`config.mk`:
```
export PLATFORM = sky130hd
export DESIGN_NAME = ddci_top
export DESIGN_NICKNAME = d
export VERILOG_FILES = /design/src/ddci_pkg.sv /design/src/ddci_top.sv
export VERILOG_INCLUDE_DIRS = /design/src
export SDC_FILE = /design/constraint.sdc
export NUM_CORES = 1
export LEC_CHECK = 0
export ABC_AREA = 1
export ABC_CLOCK_PERIOD_IN_PS = 22100
export BUFFER_PORTS_ARGS = -buffer_cell sky130_fd_sc_hd__clkbuf_2
export CAP_MARGIN = 20
export CORE_ASPECT_RATIO = 0.75
export CORE_MARGIN = 2
export CORE_UTILIZATION = 45
export CTS_CLUSTER_DIAMETER = 60
export CTS_CLUSTER_SIZE = 30
export DETAILED_ROUTE_END_ITERATION = 10
export GPL_ROUTABILITY_DRIVEN = 0
export PLACE_DENSITY = 0.6
export SYNTH_ARGS = -nofsm -noshare
export SYNTH_HDL_FRONTEND = slang
export SYNTH_SLANG_ARGS = --single-unit
```
`constraint.sdc`:
```
create_clock -name mclk_i -period 22.1 [get_ports mclk_i]
set_input_delay 5.525 -clock mclk_i [delete_from_list [all_inputs] [get_ports mclk_i]]
set_output_delay 5.525 -clock mclk_i [all_outputs]
set_load 0.05 [all_outputs]
```
`src/ddci_params.svh`:
```
`ifndef DDCI_PARAMS_SVH
`define DDCI_PARAMS_SVH

// ****************************************
// Geometry of one rank and number of ranks
// ****************************************
`define DDCI_ROW_W      16
`define DDCI_COL_W      10
`define DDCI_BANK_W     3
`define DDCI_BANKS      8
`define DDCI_RANKS      2
`define DDCI_MR_COUNT   4

// ****************************************
// Address bit positions
// ****************************************
`define DDCI_AP_BIT     10
`define DDCI_BC_BIT     12
`define DDCI_MR0_BL_LO  0
`define DDCI_MR1_RTT_A  2
`define DDCI_MR1_RTT_B  6
`define DDCI_MR1_RTT_C  9
`define DDCI_MR2_WR_LO  9

// ****************************************
// Field encodings and reset values
// ****************************************
`define DDCI_BL_OTF     2'h1
`define DDCI_BL_BC4     2'h2
`define DDCI_MR_RST     16'h0000
`define DDCI_OPEN_RST   8'h00
`define DDCI_CA_IDLE    30'h0F800000

// ****************************************
// Latencies and refresh timing
// ****************************************
`define DDCI_CL_1600    11
`define DDCI_CL_1866    13
`define DDCI_CL_MAX     16
`define DDCI_BURST_BL8  3'h4
`define DDCI_BURST_BC4  3'h2
`define DDCI_CLK_PS     64'd5000
`define DDCI_REF_CMDS   64'd8192
`define DDCI_REF_NORM_MS 64'd64
`define DDCI_REF_HOT_MS  64'd32
`define DDCI_REFI_NORM_CYC \
  ((`DDCI_REF_NORM_MS * 64'd1000000000) / (`DDCI_REF_CMDS * `DDCI_CLK_PS))
`define DDCI_REFI_HOT_CYC \
  ((`DDCI_REF_HOT_MS * 64'd1000000000) / (`DDCI_REF_CMDS * `DDCI_CLK_PS))

`endif

```
`src/ddci_pkg.sv`:
```
package ddci_pkg;

  // Decoded command of one rank
  typedef enum logic [2:0] {
    CMD_NOP, CMD_MRS, CMD_REF, CMD_PRE, CMD_ACT, CMD_WR, CMD_RD, CMD_ZQ
  } ddci_cmd_kind_t;

  // Power state of one rank
  typedef enum logic [1:0] {
    PS_ACTIVE, PS_PRE_PD, PS_ACT_PD, PS_SELF_REF
  } ddci_pwr_t;

  // Command, address and control pins as sampled
  typedef struct packed {
    logic [1:0]  cke;
    logic [1:0]  cs_n;
    logic        ras_n;
    logic        cas_n;
    logic        we_n;
    logic [15:0] addr;
    logic [2:0]  ba;
    logic [1:0]  odt;
    logic        ldm;
    logic        udm;
  } ddci_ca_t;

  // Command handed to the rank core
  typedef struct packed {
    logic           valid;
    ddci_cmd_kind_t kind;
    logic [2:0]     bank;
    logic [15:0]    row;
    logic [9:0]     col;
    logic           auto_pre;
    logic           bc4;
    logic [1:0]     mr_sel;
    logic [15:0]    opcode;
  } ddci_cmd_t;

endpackage

```
`src/ddci_top.sv`:
```
`timescale 1ns/1ps
`default_nettype none
`include "ddci_params.svh"

// Operation
// [RULE1] ACTIVATE takes row; READ/WRITE column, A10 autoprecharge
// [RULE2] PRECHARGE closes one bank, A10 high all
// [RULE3] LOAD MODE writes address lines as op-code
// [RULE4] Burst chop on the fly samples A12
// [RULE5] Bank inputs pick target bank
// [RULE6] Bank inputs pick mode register MR0-MR3
// [RULE7] Inputs captured on rising clock edge
// [RULE8] Read strobe timed from clock edges
// [RULE9] Per-rank clock enable gates internal circuitry
// [RULE10] CKE low enters precharge, active PD, self refresh
// [RULE11] Self-refresh exit needs no gated clock
// [RULE12] Power-down keeps clock, CKE, reset, ODT receivers
// [RULE13] Self refresh keeps only CKE and reset
// [RULE14] Chip select high masks all commands
// [RULE15] Controller selects rank by its chip select
// [RULE16] Command decoded from RAS, CAS, WE, CS
// [RULE17] Lower mask high blocks lower-byte write beat
// [RULE18] ODT switches termination on data pins
// [RULE19] ODT ignored when termination disabled by mode
// [RULE20] Controller refreshes 8192 per 64ms or 32ms
// [RULE21] 16-bit row, 8 banks, 10-bit column, two ranks
// [RULE22] Read latency 11 or 13 clocks per grade
// [RULE23] Reset pin active low and asynchronous
// [RULE24] Read data leaves edge-aligned with strobe
// [RULE25] Ranks keep separate state, ignore each other
module ddci_top #(
  parameter int unsigned CAS_LAT = `DDCI_CL_1600, // RULE22
  parameter int unsigned RANKS   = `DDCI_RANKS,
  parameter int unsigned ROW_W   = `DDCI_ROW_W,
  parameter int unsigned COL_W   = `DDCI_COL_W
) (
  input  wire logic                      mclk_i,
  input  wire logic                      rst_i,
  input  wire logic                      dram_reset_n_i,
  input  wire ddci_pkg::ddci_ca_t        ca_i,
  input  wire logic                      wr_beat_i,
  output var  ddci_pkg::ddci_cmd_t [1:0] cmd_o,
  output var  ddci_pkg::ddci_pwr_t [1:0] pwr_state_o,
  output logic [1:0][7:0]                bank_open_o,
  output logic [1:0][3:0][15:0]          mode_reg_o,
  output logic [1:0]                     term_en_o,
  output logic [1:0]                     cmd_rx_en_o,
  output logic [1:0]                     clk_rx_en_o,
  output logic                           rd_strobe_oe_o,
  output logic [1:0]                     wr_lane_we_o
);

  // ****************************************
  // Elaboration checks
  // ****************************************
  // The datapath widths are fixed by the pin struct
  if (RANKS != 2 || ROW_W != 16 || COL_W != 10) // RULE21
  begin : g_geom_chk
    $error("ddci_top: unsupported geometry");
  end
  if (CAS_LAT < 1 || CAS_LAT > `DDCI_CL_MAX)
  begin : g_cl_chk
    $error("ddci_top: CAS_LAT out of range");
  end

  localparam int RD_LAT = CAS_LAT;

  // ****************************************
  // Helper functions
  // ****************************************
  // Command from the three strobes, chip select already checked
  function automatic ddci_pkg::ddci_cmd_kind_t cmd_dec(
    input logic [2:0] rcw
  );
    ddci_pkg::ddci_cmd_kind_t k;
    k = ddci_pkg::CMD_NOP;
    unique case (rcw) // RULE16
      3'h0: k = ddci_pkg::CMD_MRS;
      3'h1: k = ddci_pkg::CMD_REF;
      3'h2: k = ddci_pkg::CMD_PRE;
      3'h3: k = ddci_pkg::CMD_ACT;
      3'h4: k = ddci_pkg::CMD_WR;
      3'h5: k = ddci_pkg::CMD_RD;
      3'h6: k = ddci_pkg::CMD_ZQ;
      3'h7: k = ddci_pkg::CMD_NOP;
    endcase
    return k;
  endfunction

  // Chopped burst from MR0 mode and the A12 sample
  function automatic logic chop_of(input logic [15:0] mr0,
                                   input logic        a12);
    logic [1:0] bl;
    bl = mr0[`DDCI_MR0_BL_LO +: 2];
    if (bl == `DDCI_BL_OTF)
      return ~a12; // RULE4
    return (bl == `DDCI_BL_BC4);
  endfunction

  // Termination disabled when every nominal and write field is off
  function automatic logic odt_off(input logic [15:0] mr1,
                                   input logic [15:0] mr2);
    return ~(mr1[`DDCI_MR1_RTT_A] | mr1[`DDCI_MR1_RTT_B] |
             mr1[`DDCI_MR1_RTT_C] | (|mr2[`DDCI_MR2_WR_LO +: 2]));
  endfunction

  // ****************************************
  // Reset and pin capture
  // ****************************************
  logic [1:0]         arst_pipe_reg; // Release stretcher for reset pin
  logic               arst_n;        // Internal reset, low asserted
  ddci_pkg::ddci_ca_t ca_meta_reg;   // First capture stage
  ddci_pkg::ddci_ca_t ca_reg;        // Registered pins

  // Reset pin asserts at once; release goes through two flops so
  // no state leaves reset on a partial edge
  always_ff @(posedge mclk_i or negedge dram_reset_n_i)
  begin
    if (!dram_reset_n_i)
      arst_pipe_reg <= 2'h0; // RULE23
    else
      arst_pipe_reg <= {arst_pipe_reg[0], 1'b1};
  end

  assign arst_n = arst_pipe_reg[1];

  // All command and address pins sample on the rising edge
  always_ff @(posedge mclk_i or negedge arst_n)
  begin
    if (!arst_n)
    begin
      ca_meta_reg <= `DDCI_CA_IDLE;
      ca_reg      <= `DDCI_CA_IDLE;
    end
    else if (rst_i)
    begin
      ca_meta_reg <= `DDCI_CA_IDLE;
      ca_reg      <= `DDCI_CA_IDLE;
    end
    else
    begin
      ca_meta_reg <= ca_i;        // RULE7
      ca_reg      <= ca_meta_reg;
    end
  end

  // ****************************************
  // Command decode per rank
  // ****************************************
  ddci_pkg::ddci_pwr_t      [1:0]      pwr_reg;       // Power state
  logic                     [1:0][7:0] bank_open_reg; // Open rows
  logic [1:0][7:0][15:0]               row_reg;       // Open row number
  logic [1:0][3:0][15:0]               mr_reg;        // Mode registers
  ddci_pkg::ddci_cmd_kind_t [1:0]      kind_w;        // Decoded command
  logic                     [1:0]      sr_entry_w;    // Self-refresh entry

  // Decoder listens only to a selected, active rank; with its clock enable low it only looks for self-refresh entry
  always_comb
  begin
    for (int r = 0; r < 2; r++)
    begin
      kind_w[r]     = ddci_pkg::CMD_NOP;
      sr_entry_w[r] = 1'b0;
      if (!ca_reg.cs_n[r] && pwr_reg[r] == ddci_pkg::PS_ACTIVE) // RULE14
      begin
        if (ca_reg.cke[r]) // RULE9
          kind_w[r] = cmd_dec({ca_reg.ras_n, ca_reg.cas_n, ca_reg.we_n});
        else
          sr_entry_w[r] = (cmd_dec({ca_reg.ras_n, ca_reg.cas_n,
                                    ca_reg.we_n}) == ddci_pkg::CMD_REF) &&
                          (bank_open_reg[r] == `DDCI_OPEN_RST);
      end
    end
  end

  // ****************************************
  // Power state
  // ****************************************
  // Exit from self refresh watches the captured enable on the free
  // running core clock, so no edge of the stopped memory clock is needed
  always_ff @(posedge mclk_i or negedge arst_n)
  begin
    if (!arst_n)
    begin
      pwr_reg[0] <= ddci_pkg::PS_PRE_PD;
      pwr_reg[1] <= ddci_pkg::PS_PRE_PD;
    end
    else if (rst_i)
    begin
      pwr_reg[0] <= ddci_pkg::PS_PRE_PD;
      pwr_reg[1] <= ddci_pkg::PS_PRE_PD;
    end
    else
      for (int r = 0; r < 2; r++)
      begin
        unique case (pwr_reg[r])
          ddci_pkg::PS_ACTIVE:
            if (sr_entry_w[r])
              pwr_reg[r] <= ddci_pkg::PS_SELF_REF; // RULE10
            else if (!ca_reg.cke[r] && |bank_open_reg[r])
              pwr_reg[r] <= ddci_pkg::PS_ACT_PD;   // RULE10
            else if (!ca_reg.cke[r])
              pwr_reg[r] <= ddci_pkg::PS_PRE_PD;   // RULE10
          ddci_pkg::PS_PRE_PD, ddci_pkg::PS_ACT_PD:
            if (ca_reg.cke[r])
              pwr_reg[r] <= ddci_pkg::PS_ACTIVE;   // RULE11
          ddci_pkg::PS_SELF_REF:
            if (ca_reg.cke[r])
              pwr_reg[r] <= ddci_pkg::PS_ACTIVE;   // RULE11
        endcase
      end
  end

  // Receiver enables follow the power state
  always_comb
  begin
    for (int r = 0; r < 2; r++)
    begin
      cmd_rx_en_o[r] = (pwr_reg[r] == ddci_pkg::PS_ACTIVE);    // RULE12
      clk_rx_en_o[r] = (pwr_reg[r] != ddci_pkg::PS_SELF_REF);  // RULE13
    end
  end

  // ****************************************
  // Bank state
  // ****************************************
  // Each rank only reacts to its own decoded command
  always_ff @(posedge mclk_i or negedge arst_n)
  begin
    if (!arst_n)
      bank_open_reg <= '0;
    else if (rst_i)
      bank_open_reg <= '0;
    else
      for (int r = 0; r < 2; r++) // RULE25
      begin
        if (kind_w[r] == ddci_pkg::CMD_ACT)
        begin
          bank_open_reg[r][ca_reg.ba]  <= 1'b1;      // RULE5
        end
        else if (kind_w[r] == ddci_pkg::CMD_PRE)
        begin
          if (ca_reg.addr[`DDCI_AP_BIT])
            bank_open_reg[r] <= `DDCI_OPEN_RST;      // RULE2
          else
            bank_open_reg[r][ca_reg.ba] <= 1'b0;     // RULE2
        end
        else if ((kind_w[r] == ddci_pkg::CMD_RD ||
                  kind_w[r] == ddci_pkg::CMD_WR) &&
                 ca_reg.addr[`DDCI_AP_BIT])
          bank_open_reg[r][ca_reg.ba] <= 1'b0;       // RULE1
      end
  end

  // Row number of each bank; reset so reads of idle banks show no unknowns
  always_ff @(posedge mclk_i or negedge arst_n)
  begin
    if (!arst_n)
      row_reg <= '0;
    else if (rst_i)
      row_reg <= '0;
    else
      for (int r = 0; r < 2; r++)
        if (kind_w[r] == ddci_pkg::CMD_ACT)
          row_reg[r][ca_reg.ba] <= ca_reg.addr; // RULE1
  end

  // ****************************************
  // Mode registers
  // ****************************************
  // Writes with the top bank bit set target reserved space; dropped
  always_ff @(posedge mclk_i or negedge arst_n)
  begin
    if (!arst_n)
      mr_reg <= '0;
    else if (rst_i)
      mr_reg <= '0;
    else
      for (int r = 0; r < 2; r++)
        if (kind_w[r] == ddci_pkg::CMD_MRS && !ca_reg.ba[2])
          mr_reg[r][ca_reg.ba[1:0]] <= ca_reg.addr; // RULE3 RULE6
  end

  // ****************************************
  // Command output
  // ****************************************
  // Read and write carry the open row of their bank for convenience
  always_ff @(posedge mclk_i or negedge arst_n)
  begin
    if (!arst_n)
      cmd_o <= '0;
    else if (rst_i)
      cmd_o <= '0;
    else
      for (int r = 0; r < 2; r++)
      begin
        cmd_o[r].valid    <= (kind_w[r] != ddci_pkg::CMD_NOP); // RULE14
        cmd_o[r].kind     <= kind_w[r];
        cmd_o[r].bank     <= ca_reg.ba;                        // RULE5
        cmd_o[r].row      <= (kind_w[r] == ddci_pkg::CMD_ACT) ?
                             ca_reg.addr : row_reg[r][ca_reg.ba];
        cmd_o[r].col      <= ca_reg.addr[9:0];                 // RULE1
        cmd_o[r].auto_pre <= ca_reg.addr[`DDCI_AP_BIT];
        cmd_o[r].bc4      <= chop_of(mr_reg[r][0],
                                     ca_reg.addr[`DDCI_BC_BIT]); // RULE4
        cmd_o[r].mr_sel   <= ca_reg.ba[1:0];                   // RULE6
        cmd_o[r].opcode   <= ca_reg.addr;                      // RULE3
      end
  end

  // ****************************************
  // Termination control
  // ****************************************
  // Termination is held off in self refresh, where ODT is not received
  always_ff @(posedge mclk_i or negedge arst_n)
  begin
    if (!arst_n)
      term_en_o <= 2'h0;
    else if (rst_i)
      term_en_o <= 2'h0;
    else
      for (int r = 0; r < 2; r++)
        term_en_o[r] <= ca_reg.odt[r] &&                        // RULE18
                        !odt_off(mr_reg[r][1], mr_reg[r][2]) &&  // RULE19
                        pwr_reg[r] != ddci_pkg::PS_SELF_REF;
  end

  // ****************************************
  // Read strobe timing
  // ****************************************
  logic                   rd_start_w;    // A read taken this cycle
  logic                   rd_chop_w;     // Its burst is chopped
  logic [`DDCI_CL_MAX-1:0] rd_dly_reg;   // Read latency delay line
  logic [`DDCI_CL_MAX-1:0] chop_dly_reg; // Chop flag alongside
  logic [2:0]             rd_left_reg;   // Strobe clocks left

  // Both ranks share the data pins; the controller never overlaps reads
  assign rd_start_w = (kind_w[0] == ddci_pkg::CMD_RD) ||
                      (kind_w[1] == ddci_pkg::CMD_RD);
  assign rd_chop_w  = (kind_w[0] == ddci_pkg::CMD_RD) ?
                      chop_of(mr_reg[0][0], ca_reg.addr[`DDCI_BC_BIT]) :
                      chop_of(mr_reg[1][0], ca_reg.addr[`DDCI_BC_BIT]);

  // A delay line, not a counter, so back-to-back reads both survive
  always_ff @(posedge mclk_i or negedge arst_n)
  begin
    if (!arst_n)
    begin
      rd_dly_reg   <= '0;
      chop_dly_reg <= '0;
    end
    else if (rst_i)
    begin
      rd_dly_reg   <= '0;
      chop_dly_reg <= '0;
    end
    else
    begin
      rd_dly_reg   <= {rd_dly_reg[`DDCI_CL_MAX-2:0], rd_start_w}; // RULE8
      chop_dly_reg <= {chop_dly_reg[`DDCI_CL_MAX-2:0], rd_chop_w};
    end
  end

  // Strobe launches on the clock edge together with the data
  always_ff @(posedge mclk_i or negedge arst_n)
  begin
    if (!arst_n)
      rd_left_reg <= 3'h0;
    else if (rst_i)
      rd_left_reg <= 3'h0;
    else if (CAS_LAT == 1 && rd_start_w)
      rd_left_reg <= rd_chop_w ? `DDCI_BURST_BC4 : `DDCI_BURST_BL8;
    else if (CAS_LAT > 1 && rd_dly_reg[CAS_LAT-2])
      rd_left_reg <= chop_dly_reg[CAS_LAT-2] ?
                     `DDCI_BURST_BC4 : `DDCI_BURST_BL8; // RULE24
    else if (rd_left_reg != 3'h0)
      rd_left_reg <= rd_left_reg - 3'h1;
  end

  assign rd_strobe_oe_o = (rd_left_reg != 3'h0); // RULE8 RULE24

  // ****************************************
  // Write byte mask
  // ****************************************
  // Beats arrive already aligned to the captured mask pins
  always_ff @(posedge mclk_i or negedge arst_n)
  begin
    if (!arst_n)
      wr_lane_we_o <= 2'h0;
    else if (rst_i)
      wr_lane_we_o <= 2'h0;
    else
      wr_lane_we_o <= {wr_beat_i && !ca_reg.udm,
                       wr_beat_i && !ca_reg.ldm}; // RULE17
  end

  assign pwr_state_o = pwr_reg;
  assign bank_open_o = bank_open_reg;
  assign mode_reg_o  = mr_reg;

  // ****************************************
  // Assertions
  // ****************************************
  a_act_opens: assert property (@(posedge mclk_i) disable iff (!arst_n || rst_i) // RULE1
    kind_w[0] == ddci_pkg::CMD_ACT |=> bank_open_reg[0][cmd_o[0].bank])
    else $error("activate did not open bank");
  a_pre_all: assert property (@(posedge mclk_i) disable iff (!arst_n || rst_i) // RULE2
    kind_w[0] == ddci_pkg::CMD_PRE && ca_reg.addr[`DDCI_AP_BIT] |=> bank_open_reg[0] == 8'h00)
    else $error("precharge all left a bank open");
  a_mrs_load: assert property (@(posedge mclk_i) disable iff (!arst_n || rst_i) // RULE3
    kind_w[0] == ddci_pkg::CMD_MRS && !ca_reg.ba[2] |=> mr_reg[0][cmd_o[0].mr_sel] == cmd_o[0].opcode)
    else $error("mode register not loaded");
  a_chop_otf: assert property (@(posedge mclk_i) disable iff (!arst_n || rst_i) // RULE4
    kind_w[0] == ddci_pkg::CMD_RD && mr_reg[0][0][1:0] == `DDCI_BL_OTF && !ca_reg.addr[`DDCI_BC_BIT]
    |=> cmd_o[0].bc4)
    else $error("A12 low did not chop");
  a_cs_masks: assert property (@(posedge mclk_i) disable iff (!arst_n || rst_i) // RULE14
    ca_reg.cs_n[0] |=> !cmd_o[0].valid)
    else $error("command taken with chip select high");
  a_sref_entry: assert property (@(posedge mclk_i) disable iff (!arst_n || rst_i) // RULE13
    sr_entry_w[0] |=> pwr_reg[0] == ddci_pkg::PS_SELF_REF && !clk_rx_en_o[0])
    else $error("self refresh not entered");
  a_apd_entry: assert property (@(posedge mclk_i) disable iff (!arst_n || rst_i) // RULE10
    pwr_reg[0] == ddci_pkg::PS_ACTIVE && !ca_reg.cke[0] && |bank_open_reg[0] && !sr_entry_w[0]
    |=> pwr_reg[0] == ddci_pkg::PS_ACT_PD && !cmd_rx_en_o[0])
    else $error("active power-down not entered");
  a_sref_exit: assert property (@(posedge mclk_i) disable iff (!arst_n || rst_i) // RULE11
    pwr_reg[0] == ddci_pkg::PS_SELF_REF && ca_reg.cke[0] |=> pwr_reg[0] == ddci_pkg::PS_ACTIVE)
    else $error("self refresh exit missed");
  a_wr_mask: assert property (@(posedge mclk_i) disable iff (!arst_n || rst_i) // RULE17
    wr_beat_i && ca_reg.ldm |=> !wr_lane_we_o[0])
    else $error("masked lower byte written");
  a_odt_ignored: assert property (@(posedge mclk_i) disable iff (!arst_n || rst_i) // RULE19
    odt_off(mr_reg[0][1], mr_reg[0][2]) |=> !term_en_o[0])
    else $error("termination on while disabled");
  a_rd_strobe: assert property (@(posedge mclk_i) disable iff (!arst_n || rst_i) // RULE8
    rd_start_w |-> ##RD_LAT rd_strobe_oe_o)
    else $error("read strobe not at latency");
  a_rank_isolate: assert property (@(posedge mclk_i) disable iff (!arst_n || rst_i) // RULE25
    ca_reg.cs_n[1] |=> $stable(bank_open_reg[1]))
    else $error("unselected rank changed banks");

endmodule

`default_nettype wire

```
==> insert_results.sql <==
INSERT INTO impl_metrics (metric_group, metric, value, unit) VALUES
('clock_tree', 'postCtsResizedCells', '0', ''),
('sta', 'fin_crit_sh', '35.7', '%'),
('sta', 'final-setup-viol-count', '0', ''),
('worst_hold_path', 'hold_path_end', 'arst_pipe_reg[1]', ''),
('floorplanning', 'start_util', '45.4', '%'),
('clock_tree', 'number_of_buffers_inserted_during_clock_tree_synthesis', '38', ''),
('job', 'cap_violations', '0', ''),
('drt', 'wl_met1', '36300', 'um'),
('sta', 'grt_setup_unrepaired', 'false', ''),
('clock_tree', 'root_buffer', 'clkbuf_16', ''),
('worst_setup_path', 'worst_setup_path_end_kind', 'register', ''),
('pwr', 'powerDensity', '76.0', 'nW/um2'),
('yosys', 'netlist_area_before_placement', '24000', 'um2'),
('drt', 'drt_first_iter_violations', '2628', ''),
('cells_and_area', 'area.sequential', '13900', 'um2'),
('floorplanning', 'chipHeight', '204', 'um'),
('worst_setup_path', 'crit-reg2reg-capture', 'row_reg[30]', ''),
('worst_setup_path', 'reg2reg_from', 'ca_reg[4]', ''),
('cells_and_area', 'multi_input_comb_area', '7700', 'um2'),
('cells_and_area', 'flow.area_growth_from_synthesis', '13.4', '%'),
('drt', 'wl', '83400', 'um'),
('yosys', 'synth.yosys.seq_area_share', '57.7', '%'),
('drt', 'routed-wl-met2', '34000', 'um'),
('worst_setup_path', 'maximum_fanout_along_the_worst_path', '57', ''),
('floorplanning', 'std_cell_rows', '73', ''),
('yosys', 'synth.net_count', '2941', ''),
('grt', 'grt_usage', '30.1', '%'),
('worst_hold_path', 'min_delay_path_depth', '0', ''),
('clock_tree', 'count_of_buffers_added_by_post_cts_timing_repair_for_setup', '0', ''),
('sta', 'hold_viol_final', '0', ''),
('yosys', 'synth.top_cells.by_area', 'dfrtp_1, nand2_1, o21ai_0', ''),
('worst_hold_path', 'min-delay-start', 'arst_pipe_reg[0]', ''),
('sta', 'hold-worst-slack', '0.352', 'ns'),
('grt', 'first_global_vias', '19685', ''),
('cells_and_area', 'layout.cell_area.non_filler', '27300', 'um2'),
('cells_and_area', 'antennaDiodeCount', '0', ''),
('clock_tree', 'max_root_sink_buffers', '3', ''),
('placement', 'placed_cell_areas', '25800', 'um2'),
('yosys', 'edff_count_synth', '0', ''),
('pwr', 'ir_drop', '62.2', 'uV'),
('pwr', 'switching_share', '29.5', '%'),
('drt', 'via_per_inst', '5.41', ''),
('worst_setup_path', 'worst-r2r-cell-count', '9', ''),
('cells_and_area', 'largest_register_ffs', '256', ''),
('yosys', 'synth_cell_type_count', '30', ''),
('cells_and_area', 'nNetsFinal', '3128', ''),
('yosys', 'netlist_instances', '2902', ''),
('worst_setup_path', 'timing_worst_setup_path_type', 'input port to register', ''),
('outcome', 'status', 'finished, final reports clean', ''),
('yosys', 'avg_cell_area_syn', '8.28', 'um2'),
('yosys', 'yosysTopAreaCell', 'dfrtp_1', ''),
('pwr', 'net-switching-power', '0.612', 'mW'),
('clock_tree', 'worst_skew_pair.late_latency', '0.60', 'ns'),
('pwr', 'power', '2.07', 'mW'),
('placement', 'buffers_on_ports', '296', ''),
('grt', 'grt_pass1_wl', '125000', 'um'),
('sta', 'fin_skew', '0.0256', 'ns'),
('worst_setup_path', 'crit_required', '22.60', 'ns'),
('sta', 'tightest_slew_margin_relative_to_the_limit', '25.2', '%'),
('sta', 'timing.final.crit_period', '7.90', 'ns'),
('cells_and_area', 'layout-drive-gt1-share', '14.5', '%'),
('drt', 'drc', '0', ''),
('drt', 'via_count', '20736', ''),
('worst_setup_path', 'timing.critical_path.from', 'rst_i', ''),
('drt', 'post_drt_wl_per_cell', '21.8', 'um'),
('worst_setup_path', 'r2r_setup_slack', '18.29', 'ns'),
('cells_and_area', 'fillCellCount', '5020', ''),
('sta', 'fin_tns_setup', '0', 'ns'),
('yosys', 'ys_seq_elements', '554', ''),
('pwr', 'p_seq_share', '50.7', '%'),
('grt', 'antenna_found_initial', '0', '');
==> placed cells by master (no fill, tap or decap), types with 11 or more instances in the layout <==
cell type,instances
a21oi_1,38
a22oi_1,23
buf_4,41
clkbuf_16,39
clkbuf_2,295
dfrtp_1,540
dfstp_2,12
inv_1,402
nand2_1,823
nand3_1,50
nand4_1,32
nor2_1,302
o2111ai_1,22
o211ai_1,17
o21ai_0,377
o21ai_1,11
==> synthesized netlist by cell type (12+ instances only) <==
master     count
clkbuf_1      82
dfrtp_1      542
nand3_1       50
nand4_1       32
buf_4         47
a21oi_1       38
o21ai_1       12
o21ai_0      377
buf_1         18
buf_2         48
nand2_1      824
nor2_1       306
dfstp_2       12
inv_1        402
o211ai_1      17
a22oi_1       23
o2111ai_1     22
==> power groups by stage <==
stage          combinational (mW)  sequential (mW)  clock, mW
6_report                    0.232             1.05      0.790
4_1_cts                     0.226             1.05      0.798
3_5_place_dp                0.225             1.07          0
3_3_place_gp                0.223             1.07          0
5_1_grt                     0.247             1.05      0.835
2_1_floorplan               0.104             1.11          0
==> layer usage <==
metal  vias up  track usage (%)
met2      1223             42.1
met3       165             7.70
li1       9301                -
met4         0             10.5
met5         -                0
met1     10047             45.1
==> critical path, cell delays in order <==
cell     delay, ns
buf_4         0.44
buf_4         0.61
nor2_8        0.06
buf_4         0.32
nor2_1        0.80
buf_4         0.40
nand2_1       0.08
o21ai_0       0.08
==> layout make-up <==
cell class              instances  area share (%)
clock inverters                23            1.20
flip-flops and latches        554            51.0
clock buffers                  46            3.75
multi-input cells            1746            28.2
inverters                     407            5.61
well taps                     712            3.27
repair buffers                342            6.97
==> through the flow <==
step | util, % | instances | worst slack (ns)
detailed placement | 48.8 | 3756 | 13.60
finish | 51.5 | 3830 | 14.20
global placement | 48.8 | 3755 | 13.61
floorplan | - | 2902 | 5.54
CTS | 51.3 | 3825 | 14.22
global route | 51.5 | 3830 | 14.01
==> worst max-delay path by stage <==
stage	endpoint	slack, ns	cells past startpoint
2_1_floorplan	bank_open_o[0]	5.54	0
3_3_place_gp	row_reg[101]	13.61	8
3_5_place_dp	mode_reg_o[90]	13.60	5
4_1_cts	mode_reg_o[90]	14.22	5
5_1_grt	row_reg[233]	14.01	8
6_report	row_reg[238]	14.20	8
==> cell families after synthesis <==
| family | Yosys count | share of synthesized area [%] |
|---|---|---|
| simple gates | 1240 | 20.3 |
| compound gates | 500 | 11.3 |
| fa+ha+maj | 5 | 0.260 |
| flops | 554 | 57.7 |
| buf+inv | 602 | 10.4 |
| other cells | 1 | 0.0156 |
No activity file was read; power rests on OpenSTA's default activity.
